`src/include/audio_pkg.sv`:
```
// constants and types of the audio engine register front end
// Overview of operation
// - any write to the effect trigger starts the selected synthesized effect
// - effect trigger bit 0 reads 1 while an effect plays, else 0
// - effect select holds note in bits 15..8 and effect code in 7..0
// - note byte ignored for effects without pitch, used as pitch otherwise
// - synth volume is 8-bit gain, reset 0xFF loudest, zero mutes
// - playback volume is 8-bit gain, reset 0xFF loudest, zero mutes
// - any write to playback start begins playback, value 0 or 1
// - playback start bit 0 reads 1 while playing, 0 once complete
// - loop bit 1 restarts at start address at end, 0 stops there
// - two-bit format: linear, mu-law, 4-bit ADPCM, code 11 undefined
// - 16-bit sample rate field in hertz, resets to 8000
package audio_pkg;
  localparam int ADDR_W = 8;
  localparam int DATA_W = 32;
  localparam int PTR_W  = 20;
  localparam int RATE_W = 16;
  localparam int VOL_W  = 8;
  localparam int SEL_W  = 16;
  localparam int FMT_W  = 2;

  localparam logic [ADDR_W-1:0] OFF_PB_VOL  = 8'h80;
  localparam logic [ADDR_W-1:0] OFF_SYN_VOL = 8'h84;
  localparam logic [ADDR_W-1:0] OFF_SELECT  = 8'h88;
  localparam logic [ADDR_W-1:0] OFF_TRIGGER = 8'h8C;
  localparam logic [ADDR_W-1:0] OFF_START   = 8'hB4;
  localparam logic [ADDR_W-1:0] OFF_LENGTH  = 8'hB8;
  localparam logic [ADDR_W-1:0] OFF_RDPTR   = 8'hBC;
  localparam logic [ADDR_W-1:0] OFF_RATE    = 8'hC0;
  localparam logic [ADDR_W-1:0] OFF_FORMAT  = 8'hC4;
  localparam logic [ADDR_W-1:0] OFF_LOOP    = 8'hC8;
  localparam logic [ADDR_W-1:0] OFF_PLAY    = 8'hCC;

  localparam logic [VOL_W-1:0]  VOL_RST    = 8'hFF;
  localparam logic [RATE_W-1:0] RATE_RST   = 16'h1F40;
  localparam logic [SEL_W-1:0]  SEL_RST    = 16'h0000;
  localparam logic [FMT_W-1:0]  FMT_LINEAR = 2'h0;
  localparam logic [FMT_W-1:0]  FMT_ULAW   = 2'h1;
  localparam logic [FMT_W-1:0]  FMT_ADPCM  = 2'h2;
  localparam logic [PTR_W-1:0]  WORD_BYTES = 20'h00004;
  localparam int NOTE_LSB = 8;
  localparam int CODE_W   = 8;

  typedef enum logic [1:0] {PB_IDLE, PB_FETCH, PB_DRAIN} pb_state_e;
endpackage : audio_pkg

```
`src/design/sample_fifo.sv`:
```
// sample word FIFO with a registered output stage
`timescale 1ns/1ps
module sample_fifo #(
  parameter int WIDTH = 32,
  parameter int DEPTH = 8
) (
  // clock and reset
  input  wire logic             core_clk,
  input  wire logic             rst_n,
  // fill side
  input  wire logic             inValid,
  output logic                  inReady,
  input  wire logic [WIDTH-1:0] inData,
  // drain side
  output logic                  outValid,
  input  wire logic             outReady,
  output logic [WIDTH-1:0]      outData,
  // status
  output logic                  isEmpty
);
  localparam int AW = $clog2(DEPTH);
  localparam int CW = AW + 1;

  logic [WIDTH-1:0] store [DEPTH];
  logic [AW-1:0]    wrPtr_reg, wrPtr_next, rdPtr_reg, rdPtr_next;
  logic [CW-1:0]    count_reg, count_next;
  logic [WIDTH-1:0] outData_reg, outData_next;
  logic             outValid_reg, outValid_next;
  logic             push, pop;

  assign inReady  = count_reg < CW'(DEPTH);
  assign outValid = outValid_reg;
  assign outData  = outData_reg;
  assign isEmpty  = (count_reg == '0) && !outValid_reg;

  always_comb begin
    push          = inValid && inReady;
    pop           = (count_reg != '0) && (!outValid_reg || outReady);
    wrPtr_next    = push ? AW'(wrPtr_reg + 1'b1) : wrPtr_reg;
    rdPtr_next    = pop ? AW'(rdPtr_reg + 1'b1) : rdPtr_reg;
    count_next    = CW'(count_reg + CW'(push) - CW'(pop));
    outData_next  = pop ? store[rdPtr_reg] : outData_reg;
    outValid_next = pop ? 1'b1 : (outReady ? 1'b0 : outValid_reg);
  end

  // storage has no reset; only words counted as held are ever read
  always_ff @(posedge core_clk) begin
    if (inValid && inReady) begin
      store[wrPtr_reg] <= inData;
    end
  end

  always_ff @(posedge core_clk or negedge rst_n) begin
    if (!rst_n) begin
      wrPtr_reg    <= '0;
      rdPtr_reg    <= '0;
      count_reg    <= '0;
      outData_reg  <= '0;
      outValid_reg <= 1'b0;
    end else begin
      wrPtr_reg    <= wrPtr_next;
      rdPtr_reg    <= rdPtr_next;
      count_reg    <= count_next;
      outData_reg  <= outData_next;
      outValid_reg <= outValid_next;
    end
  end
endmodule : sample_fifo

```
`src/design/audio_engine_control.sv`:
```
// audio engine register front end with APB slave and playback fetch
//
// The implementer's own choice: the APB register port.
`timescale 1ns/1ps
module audio_engine_control #(
  parameter logic [7:0] PITCH_LIMIT = 8'h40,
  parameter int         FIFO_DEPTH  = 8
) (
  // clock and reset
  input  wire logic                           core_clk,
  input  wire logic                           rst_n,
  // apb slave
  input  wire logic                           psel,
  input  wire logic                           penable,
  input  wire logic                           pwrite,
  input  wire logic [audio_pkg::ADDR_W-1:0]   paddr,
  input  wire logic [audio_pkg::DATA_W-1:0]   pwdata,
  output logic [audio_pkg::DATA_W-1:0]        prdata,
  output logic                                pready,
  output logic                                pslverr,
  // synthesizer side
  output logic                                effectStart,
  output logic [audio_pkg::CODE_W-1:0]        effectCode,
  output logic [audio_pkg::CODE_W-1:0]        effectNote,
  output logic [audio_pkg::VOL_W-1:0]         synthGain,
  input  wire logic                           synthDone,
  // graphics memory read port
  output logic                                memReq,
  output logic [audio_pkg::PTR_W-1:0]         memAddr,
  input  wire logic                           memAck,
  input  wire logic [audio_pkg::DATA_W-1:0]   memData,
  // playback output stage
  output logic                                sampleValid,
  input  wire logic                           sampleReady,
  output logic [audio_pkg::DATA_W-1:0]        sampleData,
  output logic [audio_pkg::FMT_W-1:0]         sampleFormat,
  output logic [audio_pkg::RATE_W-1:0]        sampleRate,
  output logic [audio_pkg::VOL_W-1:0]         playGain
);
  localparam int AW = audio_pkg::ADDR_W;
  localparam int DW = audio_pkg::DATA_W;
  localparam int PW = audio_pkg::PTR_W;

  // bus and register state
  logic [DW-1:0]                   prdata_reg, prdata_next;
  logic                            pready_reg, pready_next;
  logic                            pslverr_reg, pslverr_next;
  logic [audio_pkg::SEL_W-1:0]     select_reg, select_next;
  logic                            effectBusy_reg, effectBusy_next;
  logic                            effectStart_reg, effectStart_next;
  logic [audio_pkg::CODE_W-1:0]    effectCode_reg, effectCode_next;
  logic [audio_pkg::CODE_W-1:0]    effectNote_reg, effectNote_next;
  logic [audio_pkg::VOL_W-1:0]     synVol_reg, synVol_next;
  logic [audio_pkg::VOL_W-1:0]     pbVol_reg, pbVol_next;
  logic [PW-1:0]                   startAddr_reg, startAddr_next;
  logic [PW-1:0]                   length_reg, length_next;
  logic [PW-1:0]                   readPtr_reg, readPtr_next;
  logic [audio_pkg::RATE_W-1:0]    rate_reg, rate_next;
  logic [audio_pkg::FMT_W-1:0]     format_reg, format_next;
  logic                            loop_reg, loop_next;
  // playback state
  audio_pkg::pb_state_e            state_reg, state_next;
  logic                            memReq_reg, memReq_next;
  logic [PW-1:0]                   memAddr_reg, memAddr_next;
  logic [PW-1:0]                   remain_reg, remain_next;
  // helpers
  logic                            setup, wrAcc, mapped, fifoInReady, fifoEmpty;
  logic                            fetchHit, lastWord;
  logic [DW-1:0]                   readMux;

  assign setup    = psel && !penable;
  assign wrAcc    = psel && penable && pready_reg && pwrite;
  assign fetchHit = memReq_reg && memAck;
  assign lastWord = remain_reg <= audio_pkg::WORD_BYTES;

  always_comb begin
    readMux = '0;
    mapped  = 1'b1;
    unique case (paddr)
      audio_pkg::OFF_PB_VOL:  readMux = DW'(pbVol_reg);
      audio_pkg::OFF_SYN_VOL: readMux = DW'(synVol_reg);
      audio_pkg::OFF_SELECT:  readMux = DW'(select_reg);
      audio_pkg::OFF_TRIGGER: readMux = DW'(effectBusy_reg);
      audio_pkg::OFF_START:   readMux = DW'(startAddr_reg);
      audio_pkg::OFF_LENGTH:  readMux = DW'(length_reg);
      audio_pkg::OFF_RDPTR:   readMux = DW'(readPtr_reg);
      audio_pkg::OFF_RATE:    readMux = DW'(rate_reg);
      audio_pkg::OFF_FORMAT:  readMux = DW'(format_reg);
      audio_pkg::OFF_LOOP:    readMux = DW'(loop_reg);
      audio_pkg::OFF_PLAY:    readMux = DW'(state_reg != audio_pkg::PB_IDLE);
      default:                mapped  = 1'b0;
    endcase
  end

  always_comb begin
    // bus answers one cycle after setup, no wait states
    pready_next      = setup;
    prdata_next      = setup ? readMux : prdata_reg;
    pslverr_next     = setup && !mapped;
    select_next      = select_reg;
    synVol_next      = synVol_reg;
    pbVol_next       = pbVol_reg;
    startAddr_next   = startAddr_reg;
    length_next      = length_reg;
    rate_next        = rate_reg;
    format_next      = format_reg;
    loop_next        = loop_reg;
    effectStart_next = 1'b0;
    effectCode_next  = effectCode_reg;
    effectNote_next  = effectNote_reg;
    // busy ends when the synthesizer is done
    effectBusy_next  = synthDone ? 1'b0 : effectBusy_reg;
    if (wrAcc) begin
      unique case (paddr)
        audio_pkg::OFF_SELECT:  select_next = pwdata[audio_pkg::SEL_W-1:0];
        audio_pkg::OFF_SYN_VOL: synVol_next = pwdata[audio_pkg::VOL_W-1:0];
        audio_pkg::OFF_PB_VOL:  pbVol_next = pwdata[audio_pkg::VOL_W-1:0];
        audio_pkg::OFF_START:   startAddr_next = pwdata[PW-1:0];
        audio_pkg::OFF_LENGTH:  length_next = pwdata[PW-1:0];
        audio_pkg::OFF_RATE:    rate_next = pwdata[audio_pkg::RATE_W-1:0];
        audio_pkg::OFF_FORMAT:  format_next = pwdata[audio_pkg::FMT_W-1:0];
        audio_pkg::OFF_LOOP:    loop_next = pwdata[0];
        // any trigger write starts; set wins over done
        audio_pkg::OFF_TRIGGER: begin
          effectStart_next = 1'b1;
          effectBusy_next  = 1'b1;
          effectCode_next  = select_reg[audio_pkg::CODE_W-1:0];
          effectNote_next  = (select_reg[audio_pkg::CODE_W-1:0] < PITCH_LIMIT)
                           ? select_reg[audio_pkg::SEL_W-1:audio_pkg::NOTE_LSB]
                           : '0;
        end
        default: begin
        end
      endcase
    end
  end

  // playback fetch engine
  always_comb begin
    state_next   = state_reg;
    memAddr_next = memAddr_reg;
    remain_next  = remain_reg;
    readPtr_next = readPtr_reg;
    unique case (state_reg)
      audio_pkg::PB_IDLE: begin
      end
      audio_pkg::PB_FETCH: begin
        if (fetchHit) begin
          readPtr_next = memAddr_reg;
          memAddr_next = PW'(memAddr_reg + audio_pkg::WORD_BYTES);
          remain_next  = PW'(remain_reg - audio_pkg::WORD_BYTES);
          if (lastWord) begin
            if (loop_reg) begin
              memAddr_next = startAddr_reg;
              remain_next  = length_reg;
            end else begin
              state_next = audio_pkg::PB_DRAIN;
            end
          end
        end
      end
      audio_pkg::PB_DRAIN: begin
        // done only once the output has taken every word
        if (fifoEmpty) begin
          state_next = audio_pkg::PB_IDLE;
        end
      end
    endcase
    if (wrAcc && paddr == audio_pkg::OFF_PLAY) begin
      memAddr_next = startAddr_reg;
      remain_next  = length_reg;
      state_next   = (length_reg == '0) ? audio_pkg::PB_DRAIN : audio_pkg::PB_FETCH;
    end
    // one request outstanding, so an ack can never meet a full fifo
    memReq_next = (state_next == audio_pkg::PB_FETCH) && fifoInReady && !fetchHit;
  end

  sample_fifo #(
    .WIDTH (DW),
    .DEPTH (FIFO_DEPTH)
  ) u_fifo (
    .core_clk (core_clk),
    .rst_n    (rst_n),
    .inValid  (fetchHit),
    .inReady  (fifoInReady),
    .inData   (memData),
    .outValid (sampleValid),
    .outReady (sampleReady),
    .outData  (sampleData),
    .isEmpty  (fifoEmpty)
  );

  always_ff @(posedge core_clk or negedge rst_n) begin
    if (!rst_n) begin
      prdata_reg      <= '0;
      pready_reg      <= 1'b0;
      pslverr_reg     <= 1'b0;
      select_reg      <= audio_pkg::SEL_RST;
      effectBusy_reg  <= 1'b0;
      effectStart_reg <= 1'b0;
      effectCode_reg  <= '0;
      effectNote_reg  <= '0;
      synVol_reg      <= audio_pkg::VOL_RST;
      pbVol_reg       <= audio_pkg::VOL_RST;
      startAddr_reg   <= '0;
      length_reg      <= '0;
      readPtr_reg     <= '0;
      rate_reg        <= audio_pkg::RATE_RST;
      format_reg      <= audio_pkg::FMT_LINEAR;
      loop_reg        <= 1'b0;
      state_reg       <= audio_pkg::PB_IDLE;
      memReq_reg      <= 1'b0;
      memAddr_reg     <= '0;
      remain_reg      <= '0;
    end else begin
      prdata_reg      <= prdata_next;
      pready_reg      <= pready_next;
      pslverr_reg     <= pslverr_next;
      select_reg      <= select_next;
      effectBusy_reg  <= effectBusy_next;
      effectStart_reg <= effectStart_next;
      effectCode_reg  <= effectCode_next;
      effectNote_reg  <= effectNote_next;
      synVol_reg      <= synVol_next;
      pbVol_reg       <= pbVol_next;
      startAddr_reg   <= startAddr_next;
      length_reg      <= length_next;
      readPtr_reg     <= readPtr_next;
      rate_reg        <= rate_next;
      format_reg      <= format_next;
      loop_reg        <= loop_next;
      state_reg       <= state_next;
      memReq_reg      <= memReq_next;
      memAddr_reg     <= memAddr_next;
      remain_reg      <= remain_next;
    end
  end

  assign prdata       = prdata_reg;
  assign pready       = pready_reg;
  assign pslverr      = pslverr_reg;
  assign effectStart  = effectStart_reg;
  assign effectCode   = effectCode_reg;
  assign effectNote   = effectNote_reg;
  assign synthGain    = synVol_reg;
  assign memReq       = memReq_reg;
  assign memAddr      = memAddr_reg;
  assign sampleFormat = format_reg;
  assign sampleRate   = rate_reg;
  assign playGain     = pbVol_reg;
endmodule : audio_engine_control

```
`config.mk`:
```
export PLATFORM = sky130hd
export DESIGN_NAME = audio_engine_control
export DESIGN_NICKNAME = d
export VERILOG_FILES = /design/src/include/audio_pkg.sv /design/src/design/sample_fifo.sv /design/src/design/audio_engine_control.sv
export SDC_FILE = /design/constraint.sdc
export NUM_CORES = 1
export LEC_CHECK = 0
export BUFFER_PORTS_ARGS = -buffer_cell sky130_fd_sc_hd__buf_2
export CAP_MARGIN = 20
export CORE_ASPECT_RATIO = 0.6
export CORE_MARGIN = 10
export CORE_UTILIZATION = 45
export CTS_CLUSTER_SIZE = 40
export DETAILED_ROUTE_END_ITERATION = 8
export PLACE_DENSITY = 0.64
export SLEW_MARGIN = 0
export SYNTH_ARGS = -nofsm -noshare
export SYNTH_HDL_FRONTEND = slang
export SYNTH_SLANG_ARGS = --single-unit
```
`constraint.sdc`:
```
create_clock -name core_clk -period 8.39 [get_ports core_clk]
set_clock_uncertainty 0.15 [all_clocks]
set_input_delay 0 -clock core_clk [delete_from_list [all_inputs] [get_ports core_clk]]
set_output_delay 0 -clock core_clk [all_outputs]
set_load 0.02 [all_outputs]
```
==> results.cfg, run 1 <==
[setup_path]
crit_path_start_kind = flop
path_max_fanout = 17
worst_ep_arrival_time_ns = 3.54
critPathKind = flop to flop
cp-end-kind = flop
cp.required_ns = 8.70

[timing]
setup_violations = 0
tightest_slew_ns = 1.17
fin_hold_ws_ns = 0.0491
rsz0062_at_grt = false
final_max_slew_viol_count = 0
layout_setup_ws_ns = 5.16
finalHoldViolations = 0
min_period_ns = 3.23
fmax_mhz = 310
finalCritPeriodShare = 0.385
slew_headroom = 0.216
final.setup.tns_ns = 0

[die]
die_y_um = 185
coreArea_mm2 = 0.0449
row_count = 60
start_util = 0.457
io_pins = 219
die_w_um = 296
dieArea_mm2 = 0.0548

[placement]
hpwlAfterDp_um = 34500
pre_cts_slack_ns = 5.22
port-buffer-count = 194
placedInstanceArea_mm2 = 0.0222
routabilityCongestion = 0.861

[logic_synthesis]
ys_types = 75
synth_top_area_share = 0.375
yosysMostFrequentCell = edfxtp_1
synth-edff-count = 256
syn-cell-area_mm2 = 0.0205
synthCells = 1380
ys_dominant_reg_cell = edfxtp_1
yosysWarnings = 0
seq_area_frac_synth = 0.665
synth_area_per_cell_um2 = 14.9
synth_common_cells = edfxtp_1 (256), dfrtp_1 (215), nand2_1 (139), mux2_2 (103), mux4_2 (64)
yosysTopAreaCell = edfxtp_1
ys_seq_elements = 493
synthTopCellsByArea = edfxtp_1 (37%), dfrtp_1 (26%), mux4_2 (7.0%)
async_flop_share = 0.481

[routing]
vias_per_cell = 5.71
wirelength_um = 53200
drt_iter0_drc = 1282
firstDrtPassIters = 6
drc = 0
wl_per_cell_um = 23.3
vias = 13010
detail-route-antenna-nets = 0

[clocking]
cts_buffer_depth = 3
cts_buffers = 46
cts_tree = done
insertion_delay_ns = 0.57
cts_sinks = 493
clockRootBuffer = clkbuf_16
ctsHtreeMaxLevel = 2
ctsResizeCount = 0
clk_pin_slew_ns = 0.07

[power_and_ir_drop]
p_per_area_mw_per_mm2 = 265
p_leak_nw = 10.1
ir_worst_vdd_uv = 158

[global_routing]
gr-usage-met2 = 0.290
busiest_layer = met2
antenna_found_initial = 2
grt_max_degree = 73
overflow = 0
grt_pass1_wl_um = 82200
grtUsageMet3 = 0.0467
grt_util_met1 = 0.288
grt_pass1_vias = 13335
track_usage = 0.195

[flow_run]
drv_cap = 0

[finish]
fin_nets = 1746
syn2layout_area_growth_pct = 20.4
finalInstanceArea_mm2 = 0.0247
largest_register_ffs = 256
drive_gt1_frac = 0.308

[hold_path]
hold_class = input port to flop

[run_status]
outcome = finished clean
## area by class of cell
class,count,area [um^2]
fillers,3631,20200
flip-flops and latches,493,13700
multi-input cells,784,6490
repair buffers,298,1980
clock buffers,59,1280
well taps,589,737
clock inverters,26,433
inverters,29,109
diodes,2,5.00
## power by group
| group | total, mW | switching (mW) | leakage [nW] | internal, mW |
|---|---|---|---|---|
| registers | 2.93 | 0.202 | 5.32 | 2.72 |
| clock network | 2.36 | 0.933 | 0.833 | 1.43 |
| logic | 1.27 | 0.673 | 3.97 | 0.595 |
## metal layers
layer  wire, um  vias to the layer above
met5          0                        -
met4        960                        0
met2      23700                      430
li1           -                     5780
met3       4310                       70
met1      24300                     6730
## repair_timing
| action | CTS | global route |
|---|---|---|
| setup buffers | 0 | 0 |
| hold buffers | 72 | 1 |
| hold endpoints to repair | 496 | 4 |
## cells by family after synthesis
| logic type | after synthesis | synth area share |
|---|---|---|
| adders and majority gates | 14 | 0.00891 |
| and+or+nand+nor | 329 | 0.0768 |
| AOI/OAI and AO/OA | 197 | 0.0665 |
| other | 1 | 0.000183 |
| muxes | 215 | 0.151 |
| DFF | 493 | 0.665 |
| buffers and inverters | 114 | 0.0243 |
| xor gates and xnor gates | 17 | 0.00726 |
## per-stage QoR
step / utilization / total power, mW / cells
after floorplan: - / 3.83 / 1391
after global placement: 0.494 / 4.20 / 2119
after global routing: 0.550 / 6.88 / 2279
after detailed placement: 0.494 / 4.24 / 2119
after CTS: 0.549 / 6.63 / 2276
final: 0.550 / 6.55 / 2280
## cell usage in the layout, fill, tap and decap left out, types with 6 or more instances in the layout
| cell | netlist | final |
|---|---|---|
| edfxtp_1 | 256 | 256 |
| dfrtp_1 | 215 | 212 |
| buf_2 | 3 | 193 |
| nand2_1 | 139 | 139 |
| mux2_2 | 103 | 103 |
| dlygate4sd3_1 | 0 | 72 |
| mux4_2 | 64 | 64 |
| nor2_1 | 58 | 51 |
| mux2i_1 | 47 | 47 |
| clkbuf_16 | 0 | 47 |
| a21oi_1 | 45 | 44 |
| o21ai_0 | 44 | 44 |
| buf_4 | 12 | 30 |
| inv_1 | 29 | 29 |
| nand3_1 | 29 | 29 |
| a22oi_1 | 25 | 25 |
| dfstp_2 | 22 | 22 |
| nor4_1 | 18 | 18 |
| nor3_1 | 18 | 16 |
| a222oi_1 | 16 | 16 |
| a22o_1 | 15 | 15 |
| ha_1 | 13 | 13 |
| xnor2_1 | 12 | 12 |
| conb_1 | 1 | 12 |
| bufinv_16 | 0 | 11 |
| nand4_1 | 9 | 9 |
| and3_1 | 9 | 9 |
| clkinv_2 | 0 | 8 |
| nor2_4 | 0 | 6 |
| a211o_1 | 6 | 6 |
| clkbuf_1 | 56 | 6 |
| clkbuf_8 | 0 | 6 |
## worst paths after layout
kind / start / end / slack (ns) / depth (start not counted)
max reg2reg: remain_reg[10] / memAddr[8] / 5.16 / 6
min reg2reg: effectCode[4] / effectCode[4] / 0.32 / 2
max in group asynchronous: rst_n / memAddr[0] / 6.27 / 4
max: remain_reg[10] / memAddr[8] / 5.16 / 6
min in group asynchronous: rst_n / readPtr_reg[11] / 0.42 / 3
min: paddr[5] / prdata[7] / 0.05 / 5
## critical path: stages, from the launching register on
cell,delay [ns]
dfrtp_1,0.45
or4_1,0.59
or3_4,0.41
o41a_1,0.61
buf_4,0.31
or2_0,0.33
o221a_1,0.26
No activity file was read; power rests on OpenSTA's default activity.
==> run 2, diff against run 1 <==
--- a/config.mk
+++ b/config.mk
@@ -5,6 +5,7 @@
 export SDC_FILE = /design/constraint.sdc
 export NUM_CORES = 1
 export LEC_CHECK = 0
+export ABC_AREA = 1
 export BUFFER_PORTS_ARGS = -buffer_cell sky130_fd_sc_hd__buf_2
 export CAP_MARGIN = 20
 export CORE_ASPECT_RATIO = 0.6
@@ -12,7 +13,7 @@
 export CORE_UTILIZATION = 45
 export CTS_CLUSTER_SIZE = 40
 export DETAILED_ROUTE_END_ITERATION = 8
-export PLACE_DENSITY = 0.64
+export PLACE_DENSITY = 0.66
 export SLEW_MARGIN = 0
 export SYNTH_ARGS = -nofsm -noshare
 export SYNTH_HDL_FRONTEND = slang
==> constraint.sdc (replaced) <==
create_clock -name core_clk -period 2.9 [get_ports core_clk]
set_clock_uncertainty 0.15 [all_clocks]
set_input_delay 0 -clock core_clk [delete_from_list [all_inputs] [get_ports core_clk]]
set_output_delay 0 -clock core_clk [all_outputs]
set_load 0.02 [all_outputs]
==> run 2 against run 1 <==
Compared with the run above:
- sequential power rose to 2.7 times the previous value
- cell count up 29%
- wire length is 17% higher
- final area is 1.8% higher
- via count is 25% higher
- power rose to 2.8 times the previous value
- register-to-register slack got worse by 5.0 ns
- synthesized area rose by 2.3%
- largest power group unchanged
==> results.cfg, run 2 <==
[power_and_ir_drop]
p_leak_nw = 10.6
p_per_area_mw_per_mm2 = 722
ir_worst_vdd_uv = 625
total_power_mw = 18.2

[finish]
layout.area.seq_mm2 = 0.0136
largest_register_ffs = 256
fin_nets = 2374
fill_cells = 3980
drive_gt1_frac = 0.167
layout_commonest_cell = nand2_1
layout_common_cells = nand2_1 (477), o21ai_0 (286), edfxtp_1 (256)
multiInputGateArea_mm2 = 0.00643
syn2layout_area_growth_pct = 19.8

[setup_path]
crit_chain = nand2_1 -> nor3_4 -> dlygate4sd3_1 -> nand3_4 -> nand2_4 -> buf_4 -> nand4_1 -> nand2_1 -> nand2_1 -> nand2_1 -> inv_1
r2r_end = remain_reg[12]
cp.required_ns = 3.21
r2r_setup_slack_ns = 0.21
cp-end-kind = flop
crit_slowest_cell = dlygate4sd3_1
cpMostUsedCell = nand2_1
reg2regPathDepth = 11
crit_path_start_kind = flop
r2r-start = pready
max_stage_delay_ns = 0.73
path_max_fanout = 20
worst_ep_arrival_time_ns = 3.01
critPathKind = flop to flop

[timing]
rsz0062_at_grt = false
final_max_slew_viol_count = 0
tightest_slew_ns = 0.758
slew_headroom = 0.494
finalCritPeriodShare = 0.929
fin_hold_ws_ns = 0.0494
min_period_ns = 2.69
fmax_mhz = 371
setup_violations = 0
finalHoldViolations = 0

[logic_synthesis]
synth-edff-count = 256
synth_area_per_cell_um2 = 10.4
synth_common_cells = nand2_1 (477), o21ai_0 (286), edfxtp_1 (256), nor2_1 (228), dfrtp_1 (215)
yosysWarnings = 0
ys_dominant_reg_cell = edfxtp_1
yosysMostFrequentCell = nand2_1
async_flop_share = 0.481
ys_types = 47
syn-cell-area_mm2 = 0.0210
ys_seq_elements = 493
synth_top_area_share = 0.367
synthTopCellsByArea = edfxtp_1 (37%), dfrtp_1 (26%), nand2_1 (8.5%)
seq_area_frac_synth = 0.651
synthCells = 2022
yosysTopAreaCell = edfxtp_1

[die]
die_y_um = 187
die_w_um = 299
row_count = 61
dieArea_mm2 = 0.0559
io_pins = 219
start_util = 0.454
coreArea_mm2 = 0.0462

[hold_path]
hold_class = input port to flop
min_to = effectBusy_reg
hold_depth = 3
min_from = synthDone

[clocking]
cts_tree = done
clk_pin_slew_ns = 0.07
cts_buffer_depth = 3
cts_sinks = 493
insertion_delay_ns = 0.56
post_cts.repair.setup_buffers = 0
cts_buffers = 47
clockRootBuffer = clkbuf_16
ctsHtreeMaxLevel = 2

[routing]
firstDrtPassIters = 5
drt_iter0_drc = 1934
wl_per_cell_um = 21.1
vias_per_cell = 5.51
wirelength_um = 62200
vias = 16237
drc = 0
detail-route-antenna-nets = 0

[run_status]
outcome = finished clean

[global_routing]
overflow = 0
antenna_found_initial = 0
grt_pass1_wl_um = 95800
grt_max_degree = 131
track_usage = 0.217
grt_pass1_vias = 15723

[flow_run]
drv_cap = 0

[placement]
routabilityCongestion = 0.927
port-buffer-count = 194
hpwlAfterDp_um = 40900
## run 2: worst max-delay path by stage
stage | from | slack, ns | to | cells past startpoint
finish | pready | 0.21 | remain_reg[12] | 11
global route | pready | 0.08 | remain_reg[12] | 11
CTS | pready | 0.14 | effectCode[1] | 10
detailed placement | state_reg[1] | 0.38 | remain_reg[12] | 10
global placement | state_reg[1] | 0.44 | remain_reg[12] | 10
floorplan | memReq | -0.25 | u_fifo.store[0][0] | 5
## run 2: per-layer routing
layer / global-route usage / vias to the layer above / wire (um)
met5: 0 / - / 0
met4: 0.0382 / 0 / 845
met3: 0.0600 / 71 / 6920
met2: 0.305 / 784 / 26000
met1: 0.331 / 7990 / 28500
li1: - / 7392 / -
## run 2: repair_timing
item                       CTS  global route
resized for setup            0             3
hold endpoints to repair   610             0
hold buffers                72             0
setup endpoints to repair    0            11
## run 2: layout make-up
type                       instances  share of cell area
inverter                         127              0.0191
clock buffer                      59              0.0494
sequential                       493               0.543
clock inverter                    28              0.0136
timing repair inverter             1            0.000299
antenna                            1           0.0000996
multi-input combinational       1306               0.256
tap                              630              0.0314
timing repair buffer             304              0.0870
## run 2: kinds of logic (layout without fill, tap and decap cells)
family                     count (synthesis)  in the layout  share of synthesized area
and+or+nand+nor                          840            840                      0.166
DFF                                      493            493                      0.651
AOI/OAI and AO/OA                        412            412                      0.114
buffers and inverters                    234            519                     0.0484
xor gates and xnor gates                  28             28                     0.0117
adders and majority gates                 14             14                    0.00871
other                                      1             13                   0.000179
## run 2: critical path, delay by kind of cell, from the launching register on
family	cells	cell delay, ns
simple gates	8	0.99
flops	1	0.34
buf+inv	3	1.08
## run 2: metrics by stage
step | TNS, ns | cells | cell area, um^2 | util | setup WS, ns
final | 0 | 2949 | 25100 | 0.544 | 0.205
after floorplan | -31.70 | 2033 | 21000 | - | -0.248
after global placement | 0 | 2788 | 22800 | 0.494 | 0.440
after global routing | 0 | 2948 | 25100 | 0.544 | 0.0823
after CTS | 0 | 2947 | 25100 | 0.544 | 0.137
after detailed placement | 0 | 2788 | 22800 | 0.494 | 0.379
## run 2: power by group
part | internal (mW) | switching (mW) | total [mW]
Combinational | 1.26 | 2.69 | 3.96
Clock | 3.61 | 2.74 | 6.35
Sequential | 7.68 | 0.171 | 7.85
